<file path="config.mk">
export PLATFORM = sky130hd
export DESIGN_NAME = apb_watchdog_timer
export DESIGN_NICKNAME = d
export VERILOG_FILES = /design/src/wdt_pkg.sv /design/src/wdt_down_counter.sv /design/src/wdt_reset_pulse.sv /design/src/apb_watchdog_timer.sv
export SDC_FILE = /design/constraint.sdc
export NUM_CORES = 1
export LEC_CHECK = 0
export BUFFER_PORTS_ARGS = -buffer_cell sky130_fd_sc_hd__buf_2
export CAP_MARGIN = 5
export CORE_ASPECT_RATIO = 0.75
export CORE_MARGIN = 1
export CORE_UTILIZATION = 60
export CTS_CLUSTER_DIAMETER = 50
export DETAILED_ROUTE_END_ITERATION = 8
export PLACE_DENSITY_LB_ADDON = 0.15
export RECOVER_POWER = 25
export SLEW_MARGIN = 10
export SYNTH_ARGS = -nofsm -noshare
export SYNTH_HDL_FRONTEND = slang
export SYNTH_HIERARCHICAL = 1
export SYNTH_SLANG_ARGS = --single-unit
</file>
<file path="constraint.sdc">
create_clock -name ref_clk -period 9.9 [get_ports ref_clk]
set_clock_uncertainty 0.1 [all_clocks]
set_input_delay 0.495 -clock ref_clk [delete_from_list [all_inputs] [get_ports ref_clk]]
set_output_delay 0.495 -clock ref_clk [all_outputs]
set_load 0.03 [all_outputs]
</file>
<file path="src/wdt_pkg.sv">
// shared constants and types of the apb watchdog timer
package wdt_pkg;

   localparam int          DATA_W = 32;
   localparam int          ADDR_W = 12;

   // apb request signals of one transfer
   typedef struct packed
   {
      logic              psel;
      logic              penable;
      logic              pwrite;
      logic [ADDR_W-1:0] paddr;
      logic [DATA_W-1:0] pwdata;
   } apb_req_t;

   //////////////////////////////////////////////////////////////////////////
   // register byte offsets
   localparam logic [ADDR_W-1:0] CONTROL_OFS       = 12'h000;
   localparam logic [ADDR_W-1:0] TIMEOUT_RANGE_OFS = 12'h004;
   localparam logic [ADDR_W-1:0] COUNT_VALUE_OFS   = 12'h008;
   localparam logic [ADDR_W-1:0] RESTART_OFS       = 12'h00C;
   localparam logic [ADDR_W-1:0] INT_CLEAR_OFS     = 12'h010;
   localparam logic [ADDR_W-1:0] EVENT_STATUS_OFS  = 12'h014;
   localparam logic [ADDR_W-1:0] EVENT_MASK_OFS    = 12'h018;

   //////////////////////////////////////////////////////////////////////////
   // field positions and widths
   localparam int          EN_BIT        = 0;
   localparam int          MODE_BIT      = 1;
   localparam int          PULSE_LSB     = 2;
   localparam int          PULSE_W       = 3;
   localparam int          TOP_LSB       = 0;
   localparam int          TOP_INIT_LSB  = 4;
   localparam int          TOP_W         = 4;
   localparam int          KEY_W         = 8;
   localparam int          EV_TIMEOUT    = 0;
   localparam int          EV_SYSRESET   = 1;
   localparam int          EV_W          = 2;

   //////////////////////////////////////////////////////////////////////////
   // values
   localparam logic [KEY_W-1:0] RESTART_KEY    = 8'h76;
   localparam int               TIMEOUT_EXP_BASE = 16;
   localparam int               PULSE_MIN_EXP  = 1;
   localparam int               PULSE_CNT_W    = 9;
   localparam logic [TOP_W-1:0] TOP_RST        = 4'h0;
   localparam logic [PULSE_W-1:0] PULSE_RST    = 3'h0;
   localparam logic [EV_W-1:0]  EV_RST         = 2'h0;

   typedef enum logic
   {
      RESP_RESET,
      RESP_INTERRUPT
   } resp_mode_t;

endpackage

</file>
<file path="src/wdt_down_counter.sv">
// loadable 32-bit down counter that stops at zero
`timescale 1ns/1ps
`default_nettype none
module wdt_down_counter
   import wdt_pkg::*;
#(
   parameter int WIDTH = 32
)
(
   input  wire logic             ref_clk,
   input  wire logic             reset,
   input  wire logic             load,
   input  wire logic [WIDTH-1:0] loadVal,
   input  wire logic             dec,
   output logic      [WIDTH-1:0] count,
   output logic                  atZero
);

   typedef struct packed
   {
      logic [WIDTH-1:0] value;
   } cnt_state_t;

   cnt_state_t state_ff;
   cnt_state_t nxt_state;

   always_comb
   begin
      nxt_state = state_ff;
      if (load)
      begin
         nxt_state.value = loadVal;
      end
      else if (dec && (state_ff.value != '0))
      begin
         nxt_state.value = state_ff.value - 1'b1;
      end
   end

   always_ff @(posedge ref_clk or posedge reset)
   begin
      if (reset)
      begin
         state_ff <= '0;
      end
      else
      begin
         state_ff <= nxt_state;
      end
   end

   assign count  = state_ff.value;
   assign atZero = (state_ff.value == '0);

   a_count_step: assert property (
      @(posedge ref_clk) disable iff (reset)
      (dec && !load && !atZero) |=> (count == $past(count) - 1'b1))
      else $error("counter did not step down by one");

endmodule
`default_nettype wire

</file>
<file path="src/wdt_reset_pulse.sv">
// system reset pulse of selectable length
`timescale 1ns/1ps
`default_nettype none
module wdt_reset_pulse
   import wdt_pkg::*;
#(
   parameter int CW = PULSE_CNT_W
)
(
   input  wire logic               ref_clk,
   input  wire logic               reset,
   input  wire logic               fire,
   input  wire logic [PULSE_W-1:0] pulseSel,
   output logic                    pulse
);

   typedef struct packed
   {
      logic          active;
      logic [CW-1:0] remain;
   } pulse_state_t;

   pulse_state_t  state_ff;
   pulse_state_t  nxt_state;
   logic [CW-1:0] lenM1;

   // 2, 4 .. 256 cycles
   assign lenM1 = (CW'(1) << (32'(pulseSel) + PULSE_MIN_EXP)) - CW'(1);

   always_comb
   begin
      nxt_state = state_ff;
      if (state_ff.active)
      begin
         // a new fire or a restart cannot shorten a running pulse
         if (state_ff.remain == '0)
         begin
            nxt_state.active = 1'b0;
         end
         else
         begin
            nxt_state.remain = state_ff.remain - 1'b1;
         end
      end
      else if (fire)
      begin
         nxt_state.active = 1'b1;
         nxt_state.remain = lenM1;
      end
   end

   always_ff @(posedge ref_clk or posedge reset)
   begin
      if (reset)
      begin
         state_ff <= '0;
      end
      else
      begin
         state_ff <= nxt_state;
      end
   end

   assign pulse = state_ff.active;

   a_pulse_hold: assert property (
      @(posedge ref_clk) disable iff (reset)
      (pulse && (state_ff.remain != '0)) |=> pulse)
      else $error("reset pulse ended early");

   a_pulse_length: assert property (
      @(posedge ref_clk) disable iff (reset)
      $rose(pulse) |-> (state_ff.remain == $past(lenM1)))
      else $error("reset pulse length wrong");

   a_pulse_refire: assert property (
      @(posedge ref_clk) disable iff (reset)
      (pulse && fire && (state_ff.remain != '0))
      |=> (pulse && (state_ff.remain == $past(state_ff.remain) - 1'b1)))
      else $error("reset pulse restarted by a new fire");

endmodule
`default_nettype wire

</file>
<file path="src/apb_watchdog_timer.sv">
// apb watchdog timer with interrupt-first response and reset pulse
//
// Our own choices: the APB interface to the registers and the register offsets.
`timescale 1ns/1ps
`default_nettype none
module apb_watchdog_timer
   import wdt_pkg::*;
(
   input  wire logic              ref_clk,
   input  wire logic              reset,
   input  wire apb_req_t          apbReq,
   output logic      [DATA_W-1:0] prdata,
   output logic                   pready,
   output logic                   pslverr,
   output logic                   sysReset,
   output logic                   irq
);

   //////////////////////////////////////////////////////////////////////////
   // state

   typedef struct packed
   {
      logic              dogEnable;
      resp_mode_t        responseMode;
      logic [PULSE_W-1:0] pulseSel;
      logic [TOP_W-1:0]  topSel;
      logic [TOP_W-1:0]  topInit;
      logic              firstPeriod;
      logic              enPrev;
      logic [EV_W-1:0]   evStatus;
      logic [EV_W-1:0]   evMask;
      logic              irq;
      logic [DATA_W-1:0] rdata;
      logic              slvErr;
   } wdt_state_t;

   wdt_state_t        state_ff;
   wdt_state_t        nxt_state;

   logic              setupPh;
   logic              accessPh;
   logic              wrAcc;
   logic              rdAcc;
   logic              mapped;
   logic              enRise;
   logic              restartHit;
   logic              timeoutHit;
   logic              intClearRd;
   logic              fireReset;
   logic              pendSet;
   logic              pendClr;
   logic [EV_W-1:0]   evSet;
   logic [EV_W-1:0]   evW1c;
   logic              cntLoad;
   logic              cntDec;
   logic              cntZero;
   logic [DATA_W-1:0] cntVal;
   logic [DATA_W-1:0] cntLoadVal;
   logic [DATA_W-1:0] initVal;
   logic [DATA_W-1:0] topVal;
   logic [DATA_W-1:0] curVal;

   //////////////////////////////////////////////////////////////////////////
   // apb decode

   assign setupPh  = apbReq.psel && !apbReq.penable;
   assign accessPh = apbReq.psel && apbReq.penable;
   assign wrAcc    = accessPh && apbReq.pwrite;
   assign rdAcc    = accessPh && !apbReq.pwrite;

   always_comb
   begin
      unique case (apbReq.paddr)
         CONTROL_OFS,
         TIMEOUT_RANGE_OFS,
         COUNT_VALUE_OFS,
         RESTART_OFS,
         INT_CLEAR_OFS,
         EVENT_STATUS_OFS,
         EVENT_MASK_OFS:
            mapped = 1'b1;
         default:
            mapped = 1'b0;
      endcase
   end

   //////////////////////////////////////////////////////////////////////////
   // timeout values

   assign initVal = DATA_W'(1) << (32'(state_ff.topInit) + TIMEOUT_EXP_BASE);
   assign topVal  = DATA_W'(1) << (32'(state_ff.topSel) + TIMEOUT_EXP_BASE);
   assign curVal  = state_ff.firstPeriod ? initVal : topVal;

   //////////////////////////////////////////////////////////////////////////
   // counter control

   assign enRise = state_ff.dogEnable && !state_ff.enPrev;

   assign restartHit = wrAcc
                     && (apbReq.paddr == RESTART_OFS)
                     && (apbReq.pwdata[KEY_W-1:0] == RESTART_KEY);

   // a restart on the zero cycle wins, so no timeout is seen
   assign timeoutHit = state_ff.dogEnable
                     && state_ff.enPrev
                     && cntZero
                     && !restartHit;

   assign cntLoad = enRise || restartHit || timeoutHit;
   assign cntDec  = state_ff.dogEnable && !cntLoad;

   always_comb
   begin
      if (enRise)
      begin
         cntLoadVal = initVal;
      end
      else if (restartHit)
      begin
         cntLoadVal = curVal;
      end
      else
      begin
         cntLoadVal = topVal;
      end
   end

   wdt_down_counter #(
      .WIDTH   (DATA_W)
   ) u_counter (
      .ref_clk (ref_clk),
      .reset   (reset),
      .load    (cntLoad),
      .loadVal (cntLoadVal),
      .dec     (cntDec),
      .count   (cntVal),
      .atZero  (cntZero)
   );

   //////////////////////////////////////////////////////////////////////////
   // timeout response

   assign fireReset = timeoutHit
                   && ((state_ff.responseMode == RESP_RESET)
                    || state_ff.evStatus[EV_TIMEOUT]);

   assign pendSet = timeoutHit
                 && (state_ff.responseMode == RESP_INTERRUPT)
                 && !state_ff.evStatus[EV_TIMEOUT];

   assign intClearRd = rdAcc && (apbReq.paddr == INT_CLEAR_OFS);

   assign pendClr = intClearRd || restartHit;

   wdt_reset_pulse #(
      .CW       (PULSE_CNT_W)
   ) u_pulse (
      .ref_clk  (ref_clk),
      .reset    (reset),
      .fire     (fireReset),
      .pulseSel (state_ff.pulseSel),
      .pulse    (sysReset)
   );

   //////////////////////////////////////////////////////////////////////////
   // events

   always_comb
   begin
      evSet = '0;
      evSet[EV_TIMEOUT]  = pendSet;
      evSet[EV_SYSRESET] = fireReset;
      evW1c = '0;
      if (wrAcc && (apbReq.paddr == EVENT_STATUS_OFS))
      begin
         evW1c = apbReq.pwdata[EV_W-1:0];
      end
      evW1c[EV_TIMEOUT] = evW1c[EV_TIMEOUT] || pendClr;
   end

   //////////////////////////////////////////////////////////////////////////
   // next state

   always_comb
   begin
      nxt_state = state_ff;
      nxt_state.enPrev = state_ff.dogEnable;

      if (enRise)
      begin
         nxt_state.firstPeriod = 1'b1;
      end
      else if (timeoutHit)
      begin
         nxt_state.firstPeriod = 1'b0;
      end

      // set wins over clear
      nxt_state.evStatus = evSet | (state_ff.evStatus & ~evW1c);

      if (wrAcc)
      begin
         unique case (apbReq.paddr)
            CONTROL_OFS:
            begin
               nxt_state.dogEnable    = apbReq.pwdata[EN_BIT];
               nxt_state.responseMode = resp_mode_t'(apbReq.pwdata[MODE_BIT]);
               nxt_state.pulseSel     = apbReq.pwdata[PULSE_LSB +: PULSE_W];
            end
            TIMEOUT_RANGE_OFS:
            begin
               nxt_state.topSel  = apbReq.pwdata[TOP_LSB +: TOP_W];
               nxt_state.topInit = apbReq.pwdata[TOP_INIT_LSB +: TOP_W];
            end
            EVENT_MASK_OFS:
            begin
               nxt_state.evMask = apbReq.pwdata[EV_W-1:0];
            end
            default:
            begin
            end
         endcase
      end

      nxt_state.irq = |(nxt_state.evStatus & nxt_state.evMask);

      // read data and error latched in the setup phase
      if (setupPh)
      begin
         nxt_state.slvErr = !mapped;
         nxt_state.rdata  = '0;
         if (!apbReq.pwrite)
         begin
            unique case (apbReq.paddr)
               CONTROL_OFS:
               begin
                  nxt_state.rdata[EN_BIT]               = state_ff.dogEnable;
                  nxt_state.rdata[MODE_BIT]             = state_ff.responseMode;
                  nxt_state.rdata[PULSE_LSB +: PULSE_W] = state_ff.pulseSel;
               end
               TIMEOUT_RANGE_OFS:
               begin
                  nxt_state.rdata[TOP_LSB +: TOP_W]      = state_ff.topSel;
                  nxt_state.rdata[TOP_INIT_LSB +: TOP_W] = state_ff.topInit;
               end
               COUNT_VALUE_OFS:
               begin
                  nxt_state.rdata = cntVal;
               end
               EVENT_STATUS_OFS:
               begin
                  nxt_state.rdata[EV_W-1:0] = state_ff.evStatus;
               end
               EVENT_MASK_OFS:
               begin
                  nxt_state.rdata[EV_W-1:0] = state_ff.evMask;
               end
               default:
               begin
               end
            endcase
         end
      end
   end

   always_ff @(posedge ref_clk or posedge reset)
   begin
      if (reset)
      begin
         state_ff              <= '0;
         state_ff.responseMode <= RESP_RESET;
         state_ff.pulseSel     <= PULSE_RST;
         state_ff.topSel       <= TOP_RST;
         state_ff.topInit      <= TOP_RST;
         state_ff.evStatus     <= EV_RST;
         state_ff.evMask       <= EV_RST;
      end
      else
      begin
         state_ff <= nxt_state;
      end
   end

   //////////////////////////////////////////////////////////////////////////
   // outputs

   assign prdata  = state_ff.rdata;
   assign pslverr = state_ff.slvErr && accessPh;
   assign pready  = 1'b1;
   assign irq     = state_ff.irq;

   //////////////////////////////////////////////////////////////////////////
   // checks

   a_enable_load: assert property (
      @(posedge ref_clk) disable iff (reset)
      enRise |=> (cntVal == $past(initVal)))
      else $error("enable did not load initial timeout");

   a_timeout_reload: assert property (
      @(posedge ref_clk) disable iff (reset)
      timeoutHit |=> (cntVal == $past(topVal)))
      else $error("timeout reload did not use select field");

   a_restart_reload: assert property (
      @(posedge ref_clk) disable iff (reset)
      (restartHit && !enRise) |=> (cntVal == $past(curVal)))
      else $error("restart did not reload the counter");

   a_bad_key: assert property (
      @(posedge ref_clk) disable iff (reset)
      (wrAcc && (apbReq.paddr == RESTART_OFS)
       && (apbReq.pwdata[KEY_W-1:0] != RESTART_KEY)
       && cntDec && !cntZero)
      |=> (cntVal == $past(cntVal) - 1'b1))
      else $error("wrong key restarted the counter");

   a_mode0_reset: assert property (
      @(posedge ref_clk) disable iff (reset)
      (timeoutHit && (state_ff.responseMode == RESP_RESET)) |=> sysReset)
      else $error("no system reset in reset mode");

   a_mode1_second: assert property (
      @(posedge ref_clk) disable iff (reset)
      (timeoutHit && (state_ff.responseMode == RESP_INTERRUPT))
      |=> ($past(state_ff.evStatus[EV_TIMEOUT]) ? sysReset
                                                : state_ff.evStatus[EV_TIMEOUT]))
      else $error("interrupt mode timeout response wrong");

   a_restart_zero: assert property (
      @(posedge ref_clk) disable iff (reset)
      (state_ff.dogEnable && state_ff.enPrev && cntZero && restartHit)
      |=> !state_ff.evStatus[EV_TIMEOUT] ##1 !sysReset)
      else $error("interrupt raised on restart at zero");

   a_clear_read: assert property (
      @(posedge ref_clk) disable iff (reset)
      (intClearRd && !timeoutHit) |=> !state_ff.evStatus[EV_TIMEOUT])
      else $error("clear read left interrupt pending");

   a_clear_restart: assert property (
      @(posedge ref_clk) disable iff (reset)
      restartHit |=> !state_ff.evStatus[EV_TIMEOUT])
      else $error("restart left interrupt pending");

   a_irq_level: assert property (
      @(posedge ref_clk) disable iff (reset)
      ##1 (irq == |($past(nxt_state.evStatus) & $past(nxt_state.evMask))))
      else $error("interrupt output does not follow status and mask");

endmodule
`default_nettype wire

</file>
==> impl_metrics.json <==
{
  "status": "finished with violations",
  "failed_checks": "capacitance limit, slew limit",
  "first_pass_iters": 5,
  "grt_first_pass_wirelength_mm": 22.40,
  "critPathSlowestCell": "a2111oi_0",
  "cts_resized": 0,
  "die_h_um": 87.13,
  "ir_worst_vdd_uv": 114.8,
  "max-cap-violations": 2,
  "cts_tree": "done",
  "gp_congestion": 0.8991,
  "first_iter_violations": 362,
  "synthCells": 585,
  "cts_setup_buffers": 0,
  "synth_warnings": 6,
  "clock.fmax_mhz": 219.6,
  "crit_buf_inv": 1,
  "start_util_pct": 63.03,
  "worstPathRequired_ns": 10.04,
  "period_needed_ns": 4.553,
  "crit_family": "simple AND/OR/NAND/NOR gates",
  "min_path_type": "input port to async pin",
  "grt_use_met3_pct": 5.010,
  "hold_buffers": 0,
  "grt_setup_unrepaired": "false",
  "synth_flop_cell": "dfrtp_1",
  "multi_input_area_um2": 2997,
  "num_vias": 4646,
  "synthArstFlopShare_pct": 100.0,
  "routed_wirelength_mm": 13.52,
  "drive_gt1_share_pct": 24.59,
  "slew_headroom_pct": -63.72,
  "tightestPinTransition_ns": 2.442,
  "cts.sink_count": 95,
  "grt_usage_pct": 29.05,
  "cellPowerDensity_nw_per_um2": 129.9,
  "rows": 30,
  "io_buffers": 59,
  "grt_pass1_vias": 4344,
  "path_cells": "nor4_4 > nand4b_4 > nor3_1 > and3_1 > or3_1 > buf_4 > nor2_1 > nor4b_2 > nand4_1 > a2111oi_0 > xor2_1 > mux2_2",
  "drc": 0,
  "pin_count": 85,
  "ant_nets": 0,
  "overflow": 0,
  "final_net_count": 653,
  "path_clk_slew_ns": 0.07,
  "met2_usage_pct": 44.37,
  "finalHoldViolations": 0,
  "ys_ff_latch": 95,
  "setup_viol_count_final": 0,
  "yosys.cell_types.count": 78,
  "crit_arrival_ns": 4.69,
  "syn_avg_cell_area_um2": 9.909,
  "coreArea_um2": 9196,
  "netlist_area_um2": 5797,
  "crit_path_end_kind": "flip-flop",
  "cts_max_path_buffers": 2,
  "r2r-start": "u_counter/count[7]",
  "grt_antenna_before_repair": 0,
  "cp_max_fo": 36,
  "wl_per_cell_um": 18.43,
  "p_leak_nw": 2.739,
  "cp-start-kind": "flip-flop",
  "groute.layer.met1.usage_pct": 42.19,
  "h-tree-depth": 3,
  "fin_crit_sh_pct": 45.99,
  "clock_latency_ns": 0.35,
  "fillers": 753,
  "viasPerCell": 6.330,
  "num_antenna_cells": 0,
  "slew_viol_final": 87,
  "dpl.hpwl_mm": 9.445,
  "crit_path_start": "u_counter/count[7]",
  "numCtsBuffers": 9,
  "grt_start_max_net_pins": 54,
  "regArea_um2": 2377,
  "area_delta_synth_final_pct": 6.972,
  "path_class": "flip-flop to flip-flop",
  "seq_area_frac_synth_pct": 41.01,
  "dieArea_um2": 10060,
  "fin_setup_tns_ns": 0,
  "crit_path_max_incr_delay_ns": 0.64,
  "synth-edff-count": 0,
  "cts-root-buf": "clkbuf_16",
  "die_w_um": 115.5,
  "busiest_layer": "met2",
  "power_mw": 0.8057
}
-- per-stage QoR --
step / util, % / hold WS, ns / cells / instance area [um^2] / setup WS, ns
2_1_floorplan: - / 0.2352 / 600 / 5853 / 6.387
3_3_place_gp: 64.03 / 0.3480 / 718 / 5888 / 5.531
3_5_place_dp: 64.03 / 0.3721 / 718 / 5888 / 5.480
4_1_cts: 67.37 / 0.04715 / 734 / 6196 / 5.447
5_1_grt: 67.43 / 0.09056 / 734 / 6201 / 5.062
6_report: 67.43 / 0.04587 / 734 / 6201 / 5.347
-- registers in the layout (all words and copies together), names as in the netlist --
register and cells:
u_pulse/pulse 1, u_counter/count 32, nxt_state 1, prdata 32, u_pulse/state_ff 9, irq 1, state_ff 19
-- routing by layer --
layer / routed length, um / vias up / share of wire (%)
met1: 6385 / 2240 / 47
met2: 6121 / 206 / 45
met5: 0 / - / 0
met3: 833 / 20 / 6.2
met4: 184 / 0 / 1.4
li1: - / 2180 / -
-- cells by family (layout without fill, tap and decap cells) --
family | count (synthesis) | count (layout) | share of synthesized area [%]
adders and majority gates | 3 | 3 | 0.6476
other | 3 | 18 | 0.1942
and+or+nand+nor | 204 | 204 | 21.95
DFF | 95 | 95 | 41.01
AOI/OAI and AO/OA | 144 | 144 | 18.52
muxes | 32 | 32 | 6.130
xor gates and xnor gates | 20 | 20 | 3.022
buffers and inverters | 84 | 90 | 8.526
-- worst register-to-register path: cells and delay by family, from the launching register on --
kind,cells,cell delay [ns]
AND/OR/NAND/NOR,8,2.44
AO/OA/AOI/OAI,1,0.64
flip-flops,1,0.61
multiplexers,1,0.29
buffers and inverters,1,0.25
XOR/XNOR,1,0.13
-- cells in the mapped netlist, drive strengths merged, types with 3 or more instances --
library cell | n | share of area (%)
nand3b | 7 | 0.91
nor3b | 4 | 0.71
conb | 3 | 0.19
inv | 11 | 0.71
or4 | 6 | 0.97
or3 | 12 | 1.3
a22o | 25 | 4.0
a21o | 3 | 0.39
a22oi | 5 | 0.65
o41ai | 7 | 1.1
o21ai | 39 | 3.6
a2111oi | 5 | 0.97
a21oi | 9 | 0.78
buf | 50 | 6.1
nor4 | 13 | 2.5
xor2 | 6 | 0.91
mux2i | 4 | 0.69
or4b | 3 | 0.58
ha | 3 | 0.65
nor2b | 8 | 0.86
o311ai | 5 | 0.76
nand2b | 6 | 0.65
nor2 | 34 | 2.2
nand2 | 39 | 2.6
nor4b | 5 | 0.97
nand3 | 22 | 2.0
mux2 | 28 | 5.4
xnor2 | 14 | 2.1
o211ai | 5 | 0.65
a211oi | 3 | 0.39
clkbuf | 20 | 1.3
o31ai | 11 | 1.7
nor3 | 10 | 0.95
nand4 | 12 | 1.4
nand4b | 4 | 0.86
or2 | 5 | 0.54
a31oi | 14 | 1.5
and3 | 6 | 0.65
dfrtp | 95 | 41
-- layout make-up --
cell class	count	area share, %
clock buffer	10	3.854
clock inverter	6	1.110
inverter	12	0.7466
multi-input combinational	421	48.33
sequential	95	38.34
tap	128	2.583
timing repair buffer	62	5.044
-- power by group --
part / switching [mW] / internal [mW] / total [mW]
registers: 0.00438 / 0.391 / 0.395
clock network: 0.152 / 0.204 / 0.356
logic: 0.0384 / 0.0162 / 0.0546
total: 0.195 / 0.611 / 0.806
-- worst paths after layout --
kind | endpoint | slack (ns) | depth (start not counted)
max | u_counter/count[31] | 5.35 | 12
min | u_pulse/state_ff[2] | 0.05 | 2
max reg2reg | u_counter/count[31] | 5.35 | 12
min reg2reg | state_ff[0] | 0.38 | 2
max in group asynchronous | prdata[6] | 7.88 | 2
min in group ref_clk | state_ff[43] | 0.31 | 2
-- placed cells by master (no fill, tap or decap), types with 6 or more instances in the layout --
cell type | Yosys | routed
buf_2 | 4 | 58
nand3_1 | 21 | 21
xor2_1 | 6 | 6
nand2b_1 | 6 | 6
inv_1 | 11 | 10
and3_1 | 6 | 6
nand3b_1 | 7 | 7
mux2_2 | 28 | 28
clkbuf_16 | 0 | 9
nand2_1 | 38 | 38
nor2b_1 | 8 | 8
xnor2_1 | 14 | 14
conb_1 | 3 | 18
o41ai_1 | 7 | 7
o21ai_0 | 35 | 35
o31ai_1 | 10 | 10
nor2_1 | 34 | 34
a22o_2 | 12 | 12
nor3_1 | 9 | 9
nand4_1 | 11 | 11
dfrtp_1 | 95 | 95
a31oi_1 | 14 | 13
a21oi_1 | 9 | 9
or3_1 | 10 | 10
a22o_1 | 13 | 13
nor4_1 | 7 | 7
Note: power is estimated with default switching activity, not from simulation.
